===== config.mk =====
export PLATFORM = sky130hd
export DESIGN_NAME = swd_top
export DESIGN_NICKNAME = d
export VERILOG_FILES = /design/src/design/swd_pkg.sv /design/src/design/swd_cnt_if.sv /design/src/design/swd_top.sv /design/src/design/swd_counter.sv
export SDC_FILE = /design/constraint.sdc
export NUM_CORES = 1
export LEC_CHECK = 0
export ABC_AREA = 0
export BUFFER_PORTS_ARGS = -buffer_cell sky130_fd_sc_hd__buf_2
export CORE_MARGIN = 2
export CORE_UTILIZATION = 45
export CTS_BUF_LIST = sky130_fd_sc_hd__clkbuf_8
export DETAILED_ROUTE_END_ITERATION = 10
export PLACE_DENSITY = 0.71
export SLEW_MARGIN = 10
export SYNTH_ARGS = -nofsm -noshare
export SYNTH_HDL_FRONTEND = slang
export SYNTH_SLANG_ARGS = --single-unit

===== constraint.sdc =====
create_clock -name clk_in -period 3.7 [get_ports clk_in]
set_clock_uncertainty 0.2 [all_clocks]
set_input_delay 0.37 -clock clk_in [delete_from_list [all_inputs] [get_ports clk_in]]
set_output_delay 0.37 -clock clk_in [all_outputs]
set_load 0.1 [all_outputs]

===== src/design/swd_pkg.sv =====
/*
 * Package for the software watchdog: control states, widths, reset values
 * and the length of the reset pulse raised on expiry.
 * Assumes a single 40 MHz system clock and no software-visible register map.
 */
package swd_pkg;

    // ****************************************************************
    // widths and reset values
    // ****************************************************************
    localparam int          SWD_CNT_W       = 32;
    localparam logic [31:0] SWD_CNT_RST     = 32'h0000_0000;

    // ****************************************************************
    // timing
    // ****************************************************************
    localparam int SWD_CLK_PERIOD_PS = 25000;
    // least width of the reset pulse, as a time
    localparam int SWD_RST_PULSE_NS  = 1000;
    // least time rounds up to whole cycles
    localparam int SWD_RST_PULSE_CYC =
        (SWD_RST_PULSE_NS * 1000 + SWD_CLK_PERIOD_PS - 1) / SWD_CLK_PERIOD_PS;
    localparam int SWD_PULSE_W       = 8;
    localparam logic [SWD_PULSE_W-1:0] SWD_PULSE_LAST = SWD_PULSE_W'(SWD_RST_PULSE_CYC - 1);
    localparam logic [SWD_PULSE_W-1:0] SWD_PULSE_RST  = 8'h00;

    // ****************************************************************
    // control states
    // ****************************************************************
    typedef enum logic [1:0] {
        SWD_ST_EMPTY = 2'b00,   // no count loaded
        SWD_ST_ARMED = 2'b01,   // count loaded, not counting
        SWD_ST_RUN   = 2'b10,   // counting down
        SWD_ST_FIRE  = 2'b11    // driving the system reset
    } swd_state_e;

endpackage


===== src/design/swd_cnt_if.sv =====
/*
 * Carrier between the watchdog control and its down counter.
 * Assumes both ends run on the same clock.
 */
`timescale 1ns/1ps
interface swd_cnt_if #(
    parameter int W = 32
);
    logic         tick;
    logic         load;
    logic [W-1:0] value;
    logic [W-1:0] count;
    logic         zero;

    modport ctl (output tick, output load, output value, input count, input zero);
    modport cnt (input tick, input load, input value, output count, output zero);
endinterface


===== src/design/swd_top.sv =====
/*
 * Software watchdog: 32-bit down counter stepped by the watchdog clock pin,
 * reloaded by software, raising a system reset when it runs out.
 * Assumes all inputs, the watchdog clock pin included, are synchronous to
 * clk_in and that the watchdog clock runs well below half of clk_in.
 */
`timescale 1ns/1ps
module swd_top
    import swd_pkg::*;
#(
    parameter int CNT_W = swd_pkg::SWD_CNT_W
) (
    // clock and reset
    input  wire logic             clk_in,
    input  wire logic             arst_n_in,
    // watchdog clock pin
    input  wire logic             watchdog_clock_input_in,
    // software control
    input  wire logic             load_in,
    input  wire logic [CNT_W-1:0] load_value_in,
    input  wire logic             enable_in,
    input  wire logic             disable_in,
    input  wire logic             reload_in,
    // status
    output logic                  loaded_out,
    output logic                  running_out,
    output logic                  expired_out,
    output logic [CNT_W-1:0]      count_out,
    // reset outputs
    output logic                  watchdog_reset_output_n_out,
    output logic                  core_reset_out,
    output logic                  periph_reset_out
);

    // ****************************************************************
    // declarations
    // ****************************************************************
    swd_cnt_if #(.W(CNT_W)) cnt_if ();

    swd_state_e                 state_r;
    swd_state_e                 state_nxt;
    logic [CNT_W-1:0]           reload_val_r;
    logic [CNT_W-1:0]           reload_val_nxt;
    logic                       expired_r;
    logic                       expired_nxt;
    logic                       wclk_prev_r;
    logic                       wclk_prev_nxt;
    logic                       wclk_rise;
    logic [SWD_PULSE_W-1:0]     pulse_r;
    logic [SWD_PULSE_W-1:0]     pulse_nxt;
    logic                       pulse_done;
    logic                       fire_r;
    logic                       fire_nxt;
    logic                       loaded_r;
    logic                       loaded_nxt;
    logic                       running_r;
    logic                       running_nxt;

    // ****************************************************************
    // counter
    // ****************************************************************
    swd_counter i_swd_counter (
        .clk_in    (clk_in),
        .arst_n_in (arst_n_in),
        .cnt_if    (cnt_if.cnt)
    );

    // ****************************************************************
    // watchdog clock pin edge
    // ****************************************************************
    // pin idles low, so a low last sample after reset
    // gives no false step straight after reset
    always_comb begin
        wclk_prev_nxt = watchdog_clock_input_in;
        wclk_rise     = watchdog_clock_input_in & ~wclk_prev_r;
    end

    always_ff @(posedge clk_in or negedge arst_n_in) begin
        if (!arst_n_in) begin
            wclk_prev_r <= 1'b0;
        end else begin
            wclk_prev_r <= wclk_prev_nxt;
        end
    end

    // ****************************************************************
    // control
    // ****************************************************************
    always_comb begin
        state_nxt      = state_r;
        reload_val_nxt = reload_val_r;
        expired_nxt    = expired_r;
        cnt_if.load    = 1'b0;
        cnt_if.value   = reload_val_r;
        cnt_if.tick    = 1'b0;

        case (state_r)
            SWD_ST_EMPTY: begin
                // enable without a count is ignored
                if (load_in) begin
                    reload_val_nxt = load_value_in;
                    cnt_if.value   = load_value_in;
                    cnt_if.load    = 1'b1;
                    state_nxt      = SWD_ST_ARMED;
                end
            end
            SWD_ST_ARMED: begin
                if (load_in) begin
                    reload_val_nxt = load_value_in;
                    cnt_if.value   = load_value_in;
                    cnt_if.load    = 1'b1;
                end else if (enable_in) begin
                    state_nxt   = SWD_ST_RUN;
                    expired_nxt = 1'b0;
                end
            end
            SWD_ST_RUN: begin
                if (disable_in) begin
                    state_nxt = SWD_ST_ARMED;
                end else if (cnt_if.zero) begin
                    // expiry wins over a reload in the same cycle
                    state_nxt   = SWD_ST_FIRE;
                    expired_nxt = 1'b1;
                end else if (load_in) begin
                    reload_val_nxt = load_value_in;
                    cnt_if.value   = load_value_in;
                    cnt_if.load    = 1'b1;
                end else if (reload_in) begin
                    cnt_if.load = 1'b1;
                end else begin
                    cnt_if.tick = wclk_rise;
                end
            end
            SWD_ST_FIRE: begin
                // held until the pulse is done, then empty; a fresh load and a new enable are then needed
                if (pulse_done) begin
                    state_nxt = SWD_ST_EMPTY;
                end
            end
            default: begin
                state_nxt = SWD_ST_EMPTY;
            end
        endcase
    end

    always_ff @(posedge clk_in or negedge arst_n_in) begin
        if (!arst_n_in) begin
            state_r      <= SWD_ST_EMPTY;
            reload_val_r <= SWD_CNT_RST;
            expired_r    <= 1'b0;
        end else begin
            state_r      <= state_nxt;
            reload_val_r <= reload_val_nxt;
            expired_r    <= expired_nxt;
        end
    end

    // ****************************************************************
    // reset pulse
    // ****************************************************************
    // width counted in whole system clocks, so it does not depend on
    // the watchdog clock, which may be stopped once expiry is seen
    always_comb begin
        pulse_done = (pulse_r == SWD_PULSE_LAST);
        pulse_nxt  = SWD_PULSE_RST;
        if ((state_r == SWD_ST_FIRE) && !pulse_done) begin
            pulse_nxt = pulse_r + 1'b1;
        end
        fire_nxt   = (state_nxt == SWD_ST_FIRE);
    end

    always_ff @(posedge clk_in or negedge arst_n_in) begin
        if (!arst_n_in) begin
            pulse_r <= SWD_PULSE_RST;
            fire_r  <= 1'b0;
        end else begin
            pulse_r <= pulse_nxt;
            fire_r  <= fire_nxt;
        end
    end

    // ****************************************************************
    // status
    // ****************************************************************
    always_comb begin
        loaded_nxt  = (state_nxt == SWD_ST_ARMED) || (state_nxt == SWD_ST_RUN);
        running_nxt = (state_nxt == SWD_ST_RUN);
    end

    always_ff @(posedge clk_in or negedge arst_n_in) begin
        if (!arst_n_in) begin
            loaded_r  <= 1'b0;
            running_r <= 1'b0;
        end else begin
            loaded_r  <= loaded_nxt;
            running_r <= running_nxt;
        end
    end

    // ****************************************************************
    // outputs
    // ****************************************************************
    // one registered source, so core and peripherals leave reset together
    assign core_reset_out              = fire_r;
    assign periph_reset_out            = fire_r;
    assign watchdog_reset_output_n_out = ~fire_r;
    assign loaded_out                  = loaded_r;
    assign running_out                 = running_r;
    assign expired_out                 = expired_r;
    assign count_out                   = cnt_if.count;

endmodule


===== src/design/swd_counter.sv =====
/*
 * Down counter of the watchdog: loads a value, steps down by one per tick until zero,
 * and flags zero.
 * Assumes load and tick come from the control in the same clock domain.
 */
`timescale 1ns/1ps
module swd_counter
    import swd_pkg::*;
(
    // clock and reset
    input  wire logic clk_in,
    input  wire logic arst_n_in,
    // control side
    swd_cnt_if.cnt    cnt_if
);

    logic [$bits(cnt_if.count)-1:0] count_r;
    logic [$bits(cnt_if.count)-1:0] count_nxt;

    // ****************************************************************
    // count
    // ****************************************************************
    always_comb begin
        count_nxt = count_r;
        if (cnt_if.load) begin
            count_nxt = cnt_if.value;
        end else if (cnt_if.tick && count_r != '0) begin
            count_nxt = count_r - 1'b1;
        end
    end

    always_ff @(posedge clk_in or negedge arst_n_in) begin
        if (!arst_n_in) begin
            count_r <= SWD_CNT_RST;
        end else begin
            count_r <= count_nxt;
        end
    end

    assign cnt_if.count = count_r;
    assign cnt_if.zero  = (count_r == '0);

endmodule


Word level (Yosys, flattened, before mapping)
Cells that the tools add are included.

word-level totals
  bits of input ports = 39
  register bits after elaboration = 79
  logic and storage cells = 66

cells by class
  equality and inequality tests = 11
  add/subtract/negate cells = 2
  bitwise logic cells = 3
  reduce and logical (&&, ||, !) cells = 11
  multiplexer cells = 30

operator list
  kind                     count
  $mux W32                 5
  $pmux W32 S2             1
  $logic_not A32 Y1        1
  $reduce_bool A32 Y1      1
  $sub A32 B1 Y32 const B  1
  $mux W1                  14
  $mux W2                  6
  $add A8 B1 Y8 const B    1
  $eq A2 B2 Y1 const B     4
  $eq A8 B6 Y1 const B     1
  $mux W8                  1
  $ne A2 B2 Y1 const B     4
  $pmux W2 S4              1
  $reduce_and A5 Y1        1
  $eq A2 B1 Y1 const B     2
  $pmux W1 S2              2
  $reduce_bool A2 Y1       2
  $logic_and A1 B1 Y1      2
  $logic_not A2 Y1         1
  $not A1 Y1               2
  $reduce_or A2 Y1         1
  $and A1 B1 Y1            1
  $logic_not A1 Y1         1
  $logic_or A1 B1 Y1       1

Depth between registers and ports, before layout
Gate-level depths: netlist (run 1).

  depth in word-level cells = 10
  depth in mapped cells = 10
  depth with buffers taken out = 9

Cells and area by module
A second synthesis (run 1) with hierarchy kept.

second synthesis, totals
  cells, all modules = 375
  area, all modules = 4,152.7 um2

by module, submodules not included
  module       times used  cells each  area an instance (um2)  seq. area each (um2)
  swd_top      1           141         2,085.8                 1,176.1
  swd_counter  1           234         2,067.0                 800.8

Worst setup path after synthesis (run 1)
Ideal clock, no wire load.

  kind = register -> register
  start point = register i_swd_counter.count_r[14], in the netlist i_swd_counter.cnt_if.count[14]
  end point = register i_swd_counter.count_r[12], in the netlist i_swd_counter.cnt_if.count[12]
  arrival time = 3,176 ps
  period minus slack after synthesis = 3,501 ps
  data required time = 3,375 ps
  cell stages (with the launch flop) = 10
  slack = 199 ps
  path through = dfrtp_1 or4_4 buf_6 or4_4 buf_6 nor3_4 a21oi_2 buf_6 mux2_4 mux2_2

RTL lines
  what                      RTL line           text
  start: declaration        swd_counter.sv:17  logic [$bits(cnt_if.count)-1:0] count_r;
  start signal: assignment  swd_counter.sv:36  count_r <= count_nxt;
  $logic_not A32 Y1         swd_counter.sv:41  assign cnt_if.zero = (count_r == '0);
  $mux W32                  swd_top.sv:120     end else if (cnt_if.zero) begin
  $mux W32                  swd_top.sv:118     if (disable_in) begin
  $pmux W32 S2              swd_top.sv:97      case (state_r)
  via cnt_if.value[12]      swd_cnt_if.sv:11   logic [W-1:0] value;
  $mux W32                  swd_counter.sv:25  if (cnt_if.load) begin

The timed path passes the listed nets, and every way through them passes these cells.
A chain may end at the register's enable or synchronous reset.

Worst setup path after layout (run 1)
  start point = register i_swd_counter.count_r[20], in the netlist i_swd_counter.cnt_if.count[20]
  end point = register i_swd_counter.count_r[30], in the netlist i_swd_counter.cnt_if.count[30]

between the ends
  word-level cells in the longest chain between the ends = 6

RTL lines
  what
  branches (longest 6 deep; another with $sub A32 B1 Y32)

Several ways; the timed one is not identified. The select of a mux whose other input is x is not followed.

==> results, run 1 <==
- The number of synthesis warnings is 0.
- Yosys attributes the largest share of cell area to sky130_fd_sc_hd__dfrtp_1 48%, sky130_fd_sc_hd__a32o_1 4.8%, sky130_fd_sc_hd__mux2_2 4.6%, sky130_fd_sc_hd__mux2i_1 4.1%, sky130_fd_sc_hd__mux2_4 3.3%.
- The final sum of negative setup slack is 0 ns.
- The horizontal die dimension is 99.8 um.
- The endpoint required time on the critical path is about 3.8 ns.
- The routed design has 9.95 mm of wire.
- The largest net degree at the start of global routing is 80.
- The longest clock path from root to sink contains 2 buffers.
- The number of hold violations in the final report is 23.
- Of the available clock period, the critical path in the final layout requires 88.1%.
- The biggest area contributor in the post-synthesis netlist is sky130_fd_sc_hd__dfrtp_1.
- The filler cell count in the final layout is 780.
- The flow ran to the end, but the final reports show violations.
- The number of antenna violations at the first check in global routing was 0.
- The category of the critical setup timing path is reg -> reg.
- Setup repair after global routing left no endpoint under its margin.
- The number of detailed-route iterations in the first pass is 4.
- The CTS tree is yes.
- The area taken by flip-flops and latches is 1980 sq um.
- Counting flops with an async set or reset pin after synthesis yields a share of 100%.
- In this run the mean area of a mapped cell was around 11 sq um.
- The element type at the critical path end is a register.
- The insertion delay to the later sink of the worst-skew pair is 0.35 ns.
- The number of different library cells in the post-synthesis netlist is between 50 and 60.
- The post-route worst hold slack is -0.0190 ns.
- Tracing the worst setup path back leads to its startpoint at i_swd_counter.cnt_if.count[20]$_DFFE_PN0P_.
- After clock tree synthesis, the clock-pin slew on the worst setup and hold paths is 0.08 ns.
- The number of global-route vias before repair is 3174.
- The floorplan die area is around 10000 sq um.
- The clock drives slightly below 80 sinks.
- The number of endpoints failing setup at the final stage is 0.
- The area share of the leading cell type in the synthesized netlist is 47.9%.
- The maximum fanout count along the critical path is 17.
- The congestion estimate from routability-driven global placement came to roughly 0.93.
- The worst setup path is launched from a register.
- Prior to clock tree synthesis, the placed netlist has a worst setup slack of 0.508 ns.
- The primary flip-flop cell chosen by synthesis mapping is sky130_fd_sc_hd__dfrtp_1.
- The H-tree generated during clock tree synthesis spans 3 levels.
- The path class of the tightest hold or removal check is in -> async.
- Global routing finished with a remaining overflow of 0.
- The number of buffers added by the clock tree synthesis step is 9.
- The post-synth net total is 420.
- The part of the Yosys area used for sequential elements is between 40% and 50%.
- The cell area after synthesis is 4130 sq um.
- Pin placement for this block handled 77 I/O pins.
- The clock period could shrink to 3.26 ns.
- Summing all multi-input logic gate instances after layout gives 2000 sq um.
- At the end of the flow, the number of nets in the layout was 494.
- The quantity of I/O buffers inserted on ports is 76.
- The via density per instance is 5.92.
- The utilization after layout is 54.9%.
- The cell at the root of the clock tree is sky130_fd_sc_hd__clkbuf_8.
- STA puts the critical path data arrival time at between 3 and 4 ns.
- Counting flops with a built-in enable in the synthesized netlist gives 0.
- The total of max-cap violations is 0.
- The fraction of layout cells with a size suffix above 1 is 29.7%.
- The post-detailed-route count of antenna-violating nets is 0.
- The first global-routing pass estimated 16.3 mm of wire.
- After floorplanning, the core was sized to cover a little under 9000 sq um.
- The post-synthesis register bit count is 79.
- The residual DRC count is 0.
- The launching point of the worst reg2reg path is i_swd_counter.cnt_if.count[20]$_DFFE_PN0P_.
- The routed layout has about 3300 vias.
- Derived from the worst setup path, the maximum achievable clock frequency is between 300 and 400 MHz.
- The max-slew violation count is 0.
- The standard-cell row count is 34.
- The final reports fail on negative hold slack.
- The worst slew margin relative to its limit is 33.1%.
- The area growth from synthesis to layout is 17.1%.
- The detailed router finished its first iteration with 190 violations.
- The routed length per placed instance is 17.7 um.
- 0 antenna diodes ended up in the layout.
- For this run, the total global-route usage over all layers was measured as 20.9%.
- The worst path meets setup with 0.438 ns of slack.
- The estimated wirelength of the detail-placed design is 7.16 mm.
- The initial core utilization is 46.9%.
- The number of instances in the synthesized netlist is 377.
- The die outline height is approximately 100 um.
- The actual slew at the worst max-slew pin is 1.00 ns.
- The number of cells traversed by the worst register-to-register path is 6.
-- worst max-delay path, cell delays in order (launching register included) --
cell	delay [ns]
sky130_fd_sc_hd__dfrtp_1	0.45
sky130_fd_sc_hd__or4_4	0.60
sky130_fd_sc_hd__nor4_1	0.64
sky130_fd_sc_hd__nand4_1	0.40
sky130_fd_sc_hd__nand2_1	0.57
sky130_fd_sc_hd__o21ai_0	0.19
sky130_fd_sc_hd__o211ai_1	0.12
-- placed cells by master, fill, tap and decap left out, types with 4 or more instances in the layout --
cell type,netlist,routed
sky130_fd_sc_hd__dfrtp_1,79,79
sky130_fd_sc_hd__buf_2,2,75
sky130_fd_sc_hd__nor2_1,31,31
sky130_fd_sc_hd__a32o_1,20,20
sky130_fd_sc_hd__nand3_1,18,18
sky130_fd_sc_hd__mux2_2,17,17
sky130_fd_sc_hd__mux2i_1,17,17
sky130_fd_sc_hd__nor4_1,12,12
sky130_fd_sc_hd__nand2_1,12,12
sky130_fd_sc_hd__xor2_1,11,11
sky130_fd_sc_hd__inv_1,8,10
sky130_fd_sc_hd__a21oi_1,10,10
sky130_fd_sc_hd__o21ai_0,11,10
sky130_fd_sc_hd__mux2_4,9,9
sky130_fd_sc_hd__xnor2_1,9,9
sky130_fd_sc_hd__clkbuf_8,0,9
sky130_fd_sc_hd__buf_4,2,9
sky130_fd_sc_hd__or4_1,8,8
sky130_fd_sc_hd__nor3_1,7,7
sky130_fd_sc_hd__o21ai_1,6,7
sky130_fd_sc_hd__o211ai_1,7,7
sky130_fd_sc_hd__o221ai_1,5,5
sky130_fd_sc_hd__nand2b_1,4,4
sky130_fd_sc_hd__a31oi_1,4,4
sky130_fd_sc_hd__or3_1,4,4
sky130_fd_sc_hd__ha_1,4,4
-- area by class of cell --
type	count	area share (%)
repair buffers	86	9.78
inverters	8	0.621
multi-input cells	267	41.3
clock inverters	6	2.12
flip-flops and latches	79	40.9
clock buffers	9	2.56
well taps	108	2.79
-- path summary, 6_finish.rpt --
kind | to | slack, ns
min in group clk_in | reload_val_r[6]$_DFF_PN0_ | 0.05
hold reg to reg | reload_val_r[30]$_DFF_PN0_ | 0.29
max in group asynchronous | i_swd_counter.cnt_if.count[10]$_DFFE_PN0P_ | 2.67
setup / recovery | i_swd_counter.cnt_if.count[30]$_DFFE_PN0P_ | 0.44
setup reg to reg | i_swd_counter.cnt_if.count[30]$_DFFE_PN0P_ | 0.44
hold / removal | reload_val_r[30]$_DFF_PN0_ | -0.02
-- sequential cells by signal (all words and copies together), names as in the netlist --
| register | count |
|---|---|
| i_swd_counter.cnt_if.count | 32 |
| reload_val_r | 32 |
| pulse_r | 8 |
| state_r | 2 |
| core_reset_out | 1 |
| expired_out | 1 |
| loaded_out | 1 |
| running_out | 1 |
| wclk_prev_r | 1 |
-- cell families (layout without fill, tap and decap cells) --
kind of cell / Yosys count / after routing / synth area share (%)
multiplexers: 43 / 43 / 12.0
buffers and inverters: 31 / 109 / 3.79
adder cells (fa/ha/maj): 4 / 4 / 1.21
AND/OR/NAND/NOR: 115 / 115 / 15.2
AO/OA/AOI/OAI: 85 / 85 / 15.7
XOR/XNOR: 20 / 20 / 4.24
flip-flops: 79 / 79 / 47.9
-- cell usage after synthesis, drive strengths merged (2+ instances only) --
cell    number
a21oi       11
a221o        3
or4         11
nand4b       2
nand4        2
and2         3
nor2b        2
xor2        11
o221ai       5
nand2       12
nor4        12
ha           4
dfrtp       79
o31ai        2
o22ai        2
a32o        20
nor3         8
mux2i       17
a31oi        4
nand3       18
nand2b       4
clkbuf      15
or3          4
mux2        26
nor2        31
a31o         2
o21a         3
o211ai       7
or2          2
buf          8
xnor2        9
o21ai       17
inv          8
-- per-layer routing --
layer	track usage (%)	up-vias	part of all wire (%)
met3	4.46	10	6.7
met4	6.43	0	1.0
met5	0	-	0
li1	-	1583	-
met1	28.3	1660	45
met2	33.9	80	47
-- metrics by stage --
step | cell area (sq um) | instances
floorplan | 4130 | 377
global placement | 4600 | 547
detailed placement | 4600 | 547
CTS | 4840 | 563
global route | 4840 | 563
finish | 4840 | 563
-- what timing repair did --
item,CTS,global route
buffers inserted,0,0
hold buffers,1,0
gates resized for setup,0,0
endpoints found under the hold margin,1,0
Power of run 1 is not shown: default switching activity piles up to over one toggle a cycle in this logic, so the estimate is an artifact.
==> run 2, diff against run 1 <==
- HOLD_SLACK_MARGIN: default -> 0.02
- clock period: 3.7 -> 3.3 ns (I/O delays scaled with it)
==> run 2 against run 1 <==
Net effect: the flow now finishes without violations; worst setup slack worse by 0.31 ns; hold slack gained 0.052 ns; die area did not move.
==> results, run 2 (synthesized netlist as in run 1, its figures left out) <==
- Leaving out fill and tap cells, the most frequent cell in the layout is sky130_fd_sc_hd__buf_2.
- The filler cell count in the final layout came to 791 (+1.4%).
- The initial core utilization is 46.9% (unchanged).
- The cell at the root of the clock tree is sky130_fd_sc_hd__clkbuf_8.
- The horizontal die dimension is 99.8 um (unchanged).
- The post-detailed-route count of antenna-violating nets is 0 (unchanged).
- The placeable core area is 8810 sq um (unchanged).
- The count of vias placed by the detailed router is 3424 (+2.7%).
- Relative to the synthesized area, the layout overhead comes to 21.0%.
- The total routing resource utilization after global routing is 21.5% (+0.63 points).
- The total placed instance area came to 4690 sq um (+1.8%).
- The total of max-cap violations came to 0 (unchanged).
- The peak clock frequency supported by timing came to 315 MHz (+2.8%).
- The worst slew margin relative to its limit was 33.4% (+0.35 points).
- The total grt overflow came to 0 (unchanged).
- The element type at the critical path end is a register.
- The net total in the final layout is 513 (+3.8%).
- The die outline height came to 99.8 um (unchanged).
- The violation count after the first detailed-routing iteration is 250 (+32%).
- The minimum clock period after layout is 3.17 ns (-0.0903 ns).
- The total number of H-tree levels was 3 (unchanged).
- The actual slew at the worst max-slew pin is 0.999 ns (-0.00518 ns).
- The top cell types in the final layout, fill and taps aside, are 75 x sky130_fd_sc_hd__buf_2, 65 x sky130_fd_sc_hd__dfrtp_1, 31 x sky130_fd_sc_hd__nor2_1.
- The standard-cell row count was 34 (unchanged).
- The met1 track demand over resource in global routing is 28.9% (+0.66 points).
- The post-CTS setup buffer count is 0 (unchanged).
- The post-cts resize count is 0 (unchanged).
- The number of buffers added by the clock tree synthesis step came to 9 (unchanged).
- The endpoint required time on the critical path came to 3.34 ns (-0.42 ns).
- The flow ran to the end, and the final reports show no timing, DRC or antenna violations.
- The hold buffer count at cts came to 11 (+10).
- The met2 track utilization from global routing is 34.4% (+0.47 points).
- The global placer's final weighted congestion was 0.919 (-1.5%).
- Among all stages on the critical path, the largest delay is contributed by sky130_fd_sc_hd__or4_4.
- The number of antenna violations at the first check in global routing is 0 (unchanged).
- The via density per instance is 5.87 (-0.79%).
- The min-delay analysis places its worst path in the category in -> reg.
- The number of hold violations in the final report is 0 (-100%).
- The floorplan die area is 9960 sq um (unchanged).
- The number of detailed-route iterations in the first pass came to 5 (+1).
- The residual DRC count is 0 (unchanged).
- TritonCTS built the clock tree.
- The fraction of layout cells with a size suffix above 1 was 33.5% (+3.8 points).
- The sink count of the clock tree is 79 (unchanged).
- The layer flagged by global routing as most heavily used is met2.
- The I/O pin total is 77 (unchanged).
- The maximum buffer depth of the clock tree is 2 (unchanged).
- The utilization after layout is 56.8% (+1.8 points).
- The estimated wirelength of the detail-placed design is 7.24 mm (+1.1%).
- The sum of routed wire length over all layers is 10.2 mm (+2.5%).
- The share of the clock period used by the worst path is 96.1% (+7.9 points).
- The cell that appears most often on the critical path is sky130_fd_sc_hd__or4_4.
- The routed length per placed instance came to 17.5 um (-1.0%).
- The maximum fanout count along the critical path came to 12 (-5).
- The family with the most delay on the worst path is simple AND/OR/NAND/NOR gates.
- The number of endpoints failing setup at the final stage came to 0 (unchanged).
- The sort of element at the start of the critical path is a register.
- The final sum of negative setup slack is 0 ns (unchanged).
- The max-slew violation count is 0 (unchanged).
- The worst path buffer plus inverter count is 0 (unchanged).
- The category of the critical setup timing path is reg -> reg.
- The largest net degree at the start of global routing came to 80 (unchanged).
- The quantity of I/O buffers inserted on ports is 76 (unchanged).
- The clock-pin slew reported for the worst setup and hold paths after clock tree synthesis is 0.08 ns (about the same).
- Setup repair after global routing left no endpoint under its margin.
- The data arrival time of the critical path is 3.21 ns (-0.11 ns).
- The delay contributed by the slowest stage of the critical path came to 0.60 ns (-0.04 ns).
- The area of all placed cells without fillers is 5000 sq um (+3.3%).
- The number of global-route vias before repair is 3406 (+7.3%).
- The met3 global-route usage is 4.53% (+0.070 points).
- Walking the worst path, the cells encountered are or4_4, or4_4, nor3_4, a21oi_2, mux2_4, mux2_2.
- The insertion delay to the later sink of the worst-skew pair is 0.36 ns (about the same).
- The global-route wire length before repair is 16.9 mm (+3.6%).
- The total inserted antenna cells is 0 (unchanged).
-- run 2: cell count changes in the layout (fill, tap and decap cells not counted) --
| cell | change |
|---|---|
| sky130_fd_sc_hd__dfrtp_1 | -14 |
| sky130_fd_sc_hd__dfrtp_2 | +14 |
| sky130_fd_sc_hd__dlygate4sd3_1 | +10 |
| sky130_fd_sc_hd__buf_4 | +9 |
| sky130_fd_sc_hd__bufinv_16 | -2 |
| sky130_fd_sc_hd__clkbuf_8 | +2 |
| sky130_fd_sc_hd__clkinvlp_4 | +1 |
-- run 2: area by class of cell --
type	instances	area [sq um]	area share [%]
flip-flops and latches	79	1990	39.9
multi-input cells	267	2000	40.0
repair buffers	105	641	12.8
inverters	8	30.0	0.601
clock inverters	5	50.0	1.00
clock buffers	11	151	3.03
well taps	108	135	2.70
-- run 2: stage by stage --
| stage | cells | hold slack, ns | setup WS (ns) |
|---|---|---|---|
| after floorplan | 377 | -0.166 | 0.00771 |
| after global placement | 556 | 0.262 | 0.211 |
| after detailed placement | 556 | 0.271 | 0.138 |
| after CTS | 583 | 0.0214 | 0.123 |
| after global routing | 583 | 0.0242 | 0.0305 |
| final | 583 | 0.0335 | 0.129 |
-- run 2: worst paths after layout --
path | cells after the start | endpoint | start | slack [ns]
max | 6 | i_swd_counter.cnt_if.count[3]$_DFFE_PN0P_ | i_swd_counter.cnt_if.count[20]$_DFFE_PN0P_ | 0.13
min | 2 | reload_val_r[21]$_DFF_PN0_ | load_value_in[21] | 0.03
max reg2reg | 6 | i_swd_counter.cnt_if.count[3]$_DFFE_PN0P_ | i_swd_counter.cnt_if.count[20]$_DFFE_PN0P_ | 0.13
min reg2reg | 1 | pulse_r[0]$_DFF_PN0_ | pulse_r[0]$_DFF_PN0_ | 0.29
max in group asynchronous | 2 | i_swd_counter.cnt_if.count[20]$_DFFE_PN0P_ | arst_n_in | 1.71
min in group asynchronous | 2 | reload_val_r[28]$_DFF_PN0_ | arst_n_in | 0.48
-- run 2: metal layers --
metal  up-vias  routed length, um
met5         -                  0
met3        20                610
li1       1613                  -
met2       113               4730
met4         0                223
met1      1678               4640
-- run 2: worst reg2reg max path, stage by stage (launching register included) --
cell and delay, ns:
sky130_fd_sc_hd__dfrtp_2 0.45, sky130_fd_sc_hd__or4_4 0.59, sky130_fd_sc_hd__or4_4 0.60, sky130_fd_sc_hd__nor3_4 0.29
sky130_fd_sc_hd__a21oi_2 0.29, sky130_fd_sc_hd__mux2_4 0.39, sky130_fd_sc_hd__mux2_2 0.27
Power of run 2 is left out for the same reason.
==> run 3, diff against run 2 <==
- CORE_ASPECT_RATIO: default -> 1.2
==> run 3 against run 2 <==
Net effect: via count down 0.64%; hold slack worse by 0.0039 ns; critical path depth did not move; highest routed layer unchanged.
==> results, run 3 (synthesized netlist as in run 1, its figures left out) <==
- By startpoint and endpoint, the worst setup path is classified as reg -> reg.
- The standard-cell row count came to 38 (+12%).
- The type of the tightest min-delay check is in -> reg.
- The total of max-cap violations was 0 (unchanged).
- The maximum buffer depth of the clock tree is 2 (unchanged).
- The residual DRC count is 0 (unchanged).
- STA classifies the critical path startpoint as a register.
- The synthesis-to-finish area growth is 23.0%.
- The final sum of negative setup slack was 0 ns (unchanged).
- The largest net degree at the start of global routing is 80 (unchanged).
- The data arrival time of the critical path came to 3.22 ns (about the same).
- The violation count after the first detailed-routing iteration was 296 (+18%).
- The quantity of I/O buffers inserted on ports is 76 (unchanged).
- The die outline height is 109 um (+9.2%).
- The share of the clock period used by the worst path is 95.9% (-0.15 points).
- The element type at the critical path end is a register.
- Setup repair after global routing left no endpoint under its margin.
- The number of antenna violations at the first check in global routing came to 0 (unchanged).
- The number of hold violations in the final report is 0 (unchanged).
- The net total in the final layout is 518 (+0.97%).
- The number of buffers added by the clock tree synthesis step came to 9 (unchanged).
- The total grt overflow is 0 (unchanged).
- The number of global-route vias before repair came to 3247 (-4.7%).
- TritonCTS built the clock tree.
- The fraction of layout cells with a size suffix above 1 was 32.9% (-0.56 points).
- The I/O pin total came to 77 (unchanged).
- The estimated wirelength of the detail-placed design is 7.16 mm (-1.0%).
- The floorplan die area is 9960 sq um (about the same).
- The minimum clock period after layout was 3.17 ns (-0.00495 ns).
- Leaving out fill and tap cells, the most frequent cell in the layout is sky130_fd_sc_hd__buf_2.
- The maximum fanout count along the critical path is 12 (unchanged).
- The worst slew margin relative to its limit is 34.5% (+1.1 points).
- The total inserted antenna cells is 0 (unchanged).
- The actual slew at the worst max-slew pin is 0.982 ns (-0.0164 ns).
- The total number of H-tree levels was 3 (unchanged).
- The via density per instance is 5.67 (-3.5%).
- The count of vias placed by the detailed router came to 3402 (-0.64%).
- The post-cts resize count is 0 (unchanged).
- The horizontal die dimension came to 91.5 um (-8.4%).
- The critical path's most frequent cell is sky130_fd_sc_hd__or4_4.
- The number of endpoints failing setup at the final stage is 0 (unchanged).
- The total routing resource utilization after global routing is 21.1% (-0.36 points).
- The global placer's final weighted congestion was 0.897 (-2.3%).
- The cell at the root of the clock tree is sky130_fd_sc_hd__clkbuf_8.
- The clock-pin slew reported for the worst setup and hold paths after clock tree synthesis is 0.08 ns (about the same).
- Traced cell by cell, the critical path runs through or4_4, or4_4, nor3_4, a21oi_2, mux2_4, mux2_2.
- In the layout the commonest cells are 75 x sky130_fd_sc_hd__buf_2, 65 x sky130_fd_sc_hd__dfrtp_1, 31 x sky130_fd_sc_hd__nor2_1.
- The post-detailed-route count of antenna-violating nets came to 0 (unchanged).
- The max-slew violation count is 0 (unchanged).
- The routed length per placed instance is 16.8 um (-4.1%).
- The sum of routed wire length over all layers is 10.1 mm (-1.3%).
- The initial core utilization is 46.0% (-0.94 points).
- The endpoint required time on the critical path is 3.35 ns (about the same).
- The utilization after layout is 56.5% (-0.25 points).
- The global-route wire length before repair is 16.4 mm (-2.9%).
- The sink count of the clock tree is 79 (unchanged).
- The delay contributed by the slowest stage of the critical path was 0.59 ns (about the same).
- The number of detailed-route iterations in the first pass is 5 (unchanged).
- The placeable core area came to 8990 sq um (+2.0%).
- The run finished with clean final reports.
- The critical-path cell with the highest stage delay is sky130_fd_sc_hd__or4_4.
- The peak clock frequency supported by timing is 316 MHz (+0.16%).
- The insertion delay to the later sink of the worst-skew pair is 0.37 ns (about the same).
## run 3: cell count changes in the layout (fill, tap and decap cells not counted)
| cell | delta |
|---|---|
| sky130_fd_sc_hd__buf_12 | +1 |
| sky130_fd_sc_hd__buf_4 | -2 |
| sky130_fd_sc_hd__dlygate4sd3_1 | +6 |
## run 3: area by class of cell
class	instances	area [sq um]
clock buffer	11	151
fill	807	3910
timing repair buffer	110	706
sequential	79	1990
clock inverter	5	50.0
inverter	8	30.0
tap	120	150
multi-input combinational	267	2000
## run 3: path summary, 6_finish.rpt
kind,start,to,slack (ns),depth (start not counted)
min in group asynchronous,arst_n_in,loaded_out$_DFF_PN0_,0.47,2
hold / removal,load_value_in[25],reload_val_r[25]$_DFF_PN0_,0.03,2
setup reg to reg,i_swd_counter.cnt_if.count[20]$_DFFE_PN0P_,i_swd_counter.cnt_if.count[21]$_DFFE_PN0P_,0.13,6
max in group asynchronous,arst_n_in,i_swd_counter.cnt_if.count[26]$_DFFE_PN0P_,1.75,2
setup / recovery,i_swd_counter.cnt_if.count[20]$_DFFE_PN0P_,i_swd_counter.cnt_if.count[21]$_DFFE_PN0P_,0.13,6
hold reg to reg,pulse_r[0]$_DFF_PN0_,pulse_r[0]$_DFF_PN0_,0.28,1
## run 3: per-stage QoR
stage | hold WS (ns) | cell area, sq um | worst slack [ns] | instances
2_1_floorplan | -0.166 | 4150 | 0.00771 | 377
5_1_grt | 0.0221 | 5080 | 0.0311 | 600
6_report | 0.0295 | 5080 | 0.134 | 600
4_1_cts | 0.0202 | 5080 | 0.116 | 600
3_3_place_gp | 0.263 | 4710 | 0.197 | 567
3_5_place_dp | 0.267 | 4710 | 0.144 | 567
## run 3: what timing repair did
item / in CTS / in global routing
endpoints found under the hold margin: 95 / 0
hold buffers: 17 / 0
buffers inserted: 0 / 0
## run 3: worst max-delay path: cells and delay by family, from the launching register on
kind / cells / cell delay, ns
flops: 1 / 0.45
mux: 2 / 0.65
compound gates: 1 / 0.28
simple gates: 3 / 1.45
## run 3: layer usage
layer	routed length (um)	up-vias	global-route usage [%]
met5	0	-	0
met4	211	0	8.87
met3	549	14	4.63
met2	4830	100	33.2
met1	4480	1660	28.4
li1	-	1628	-
Power of run 3 is left out for the same reason.
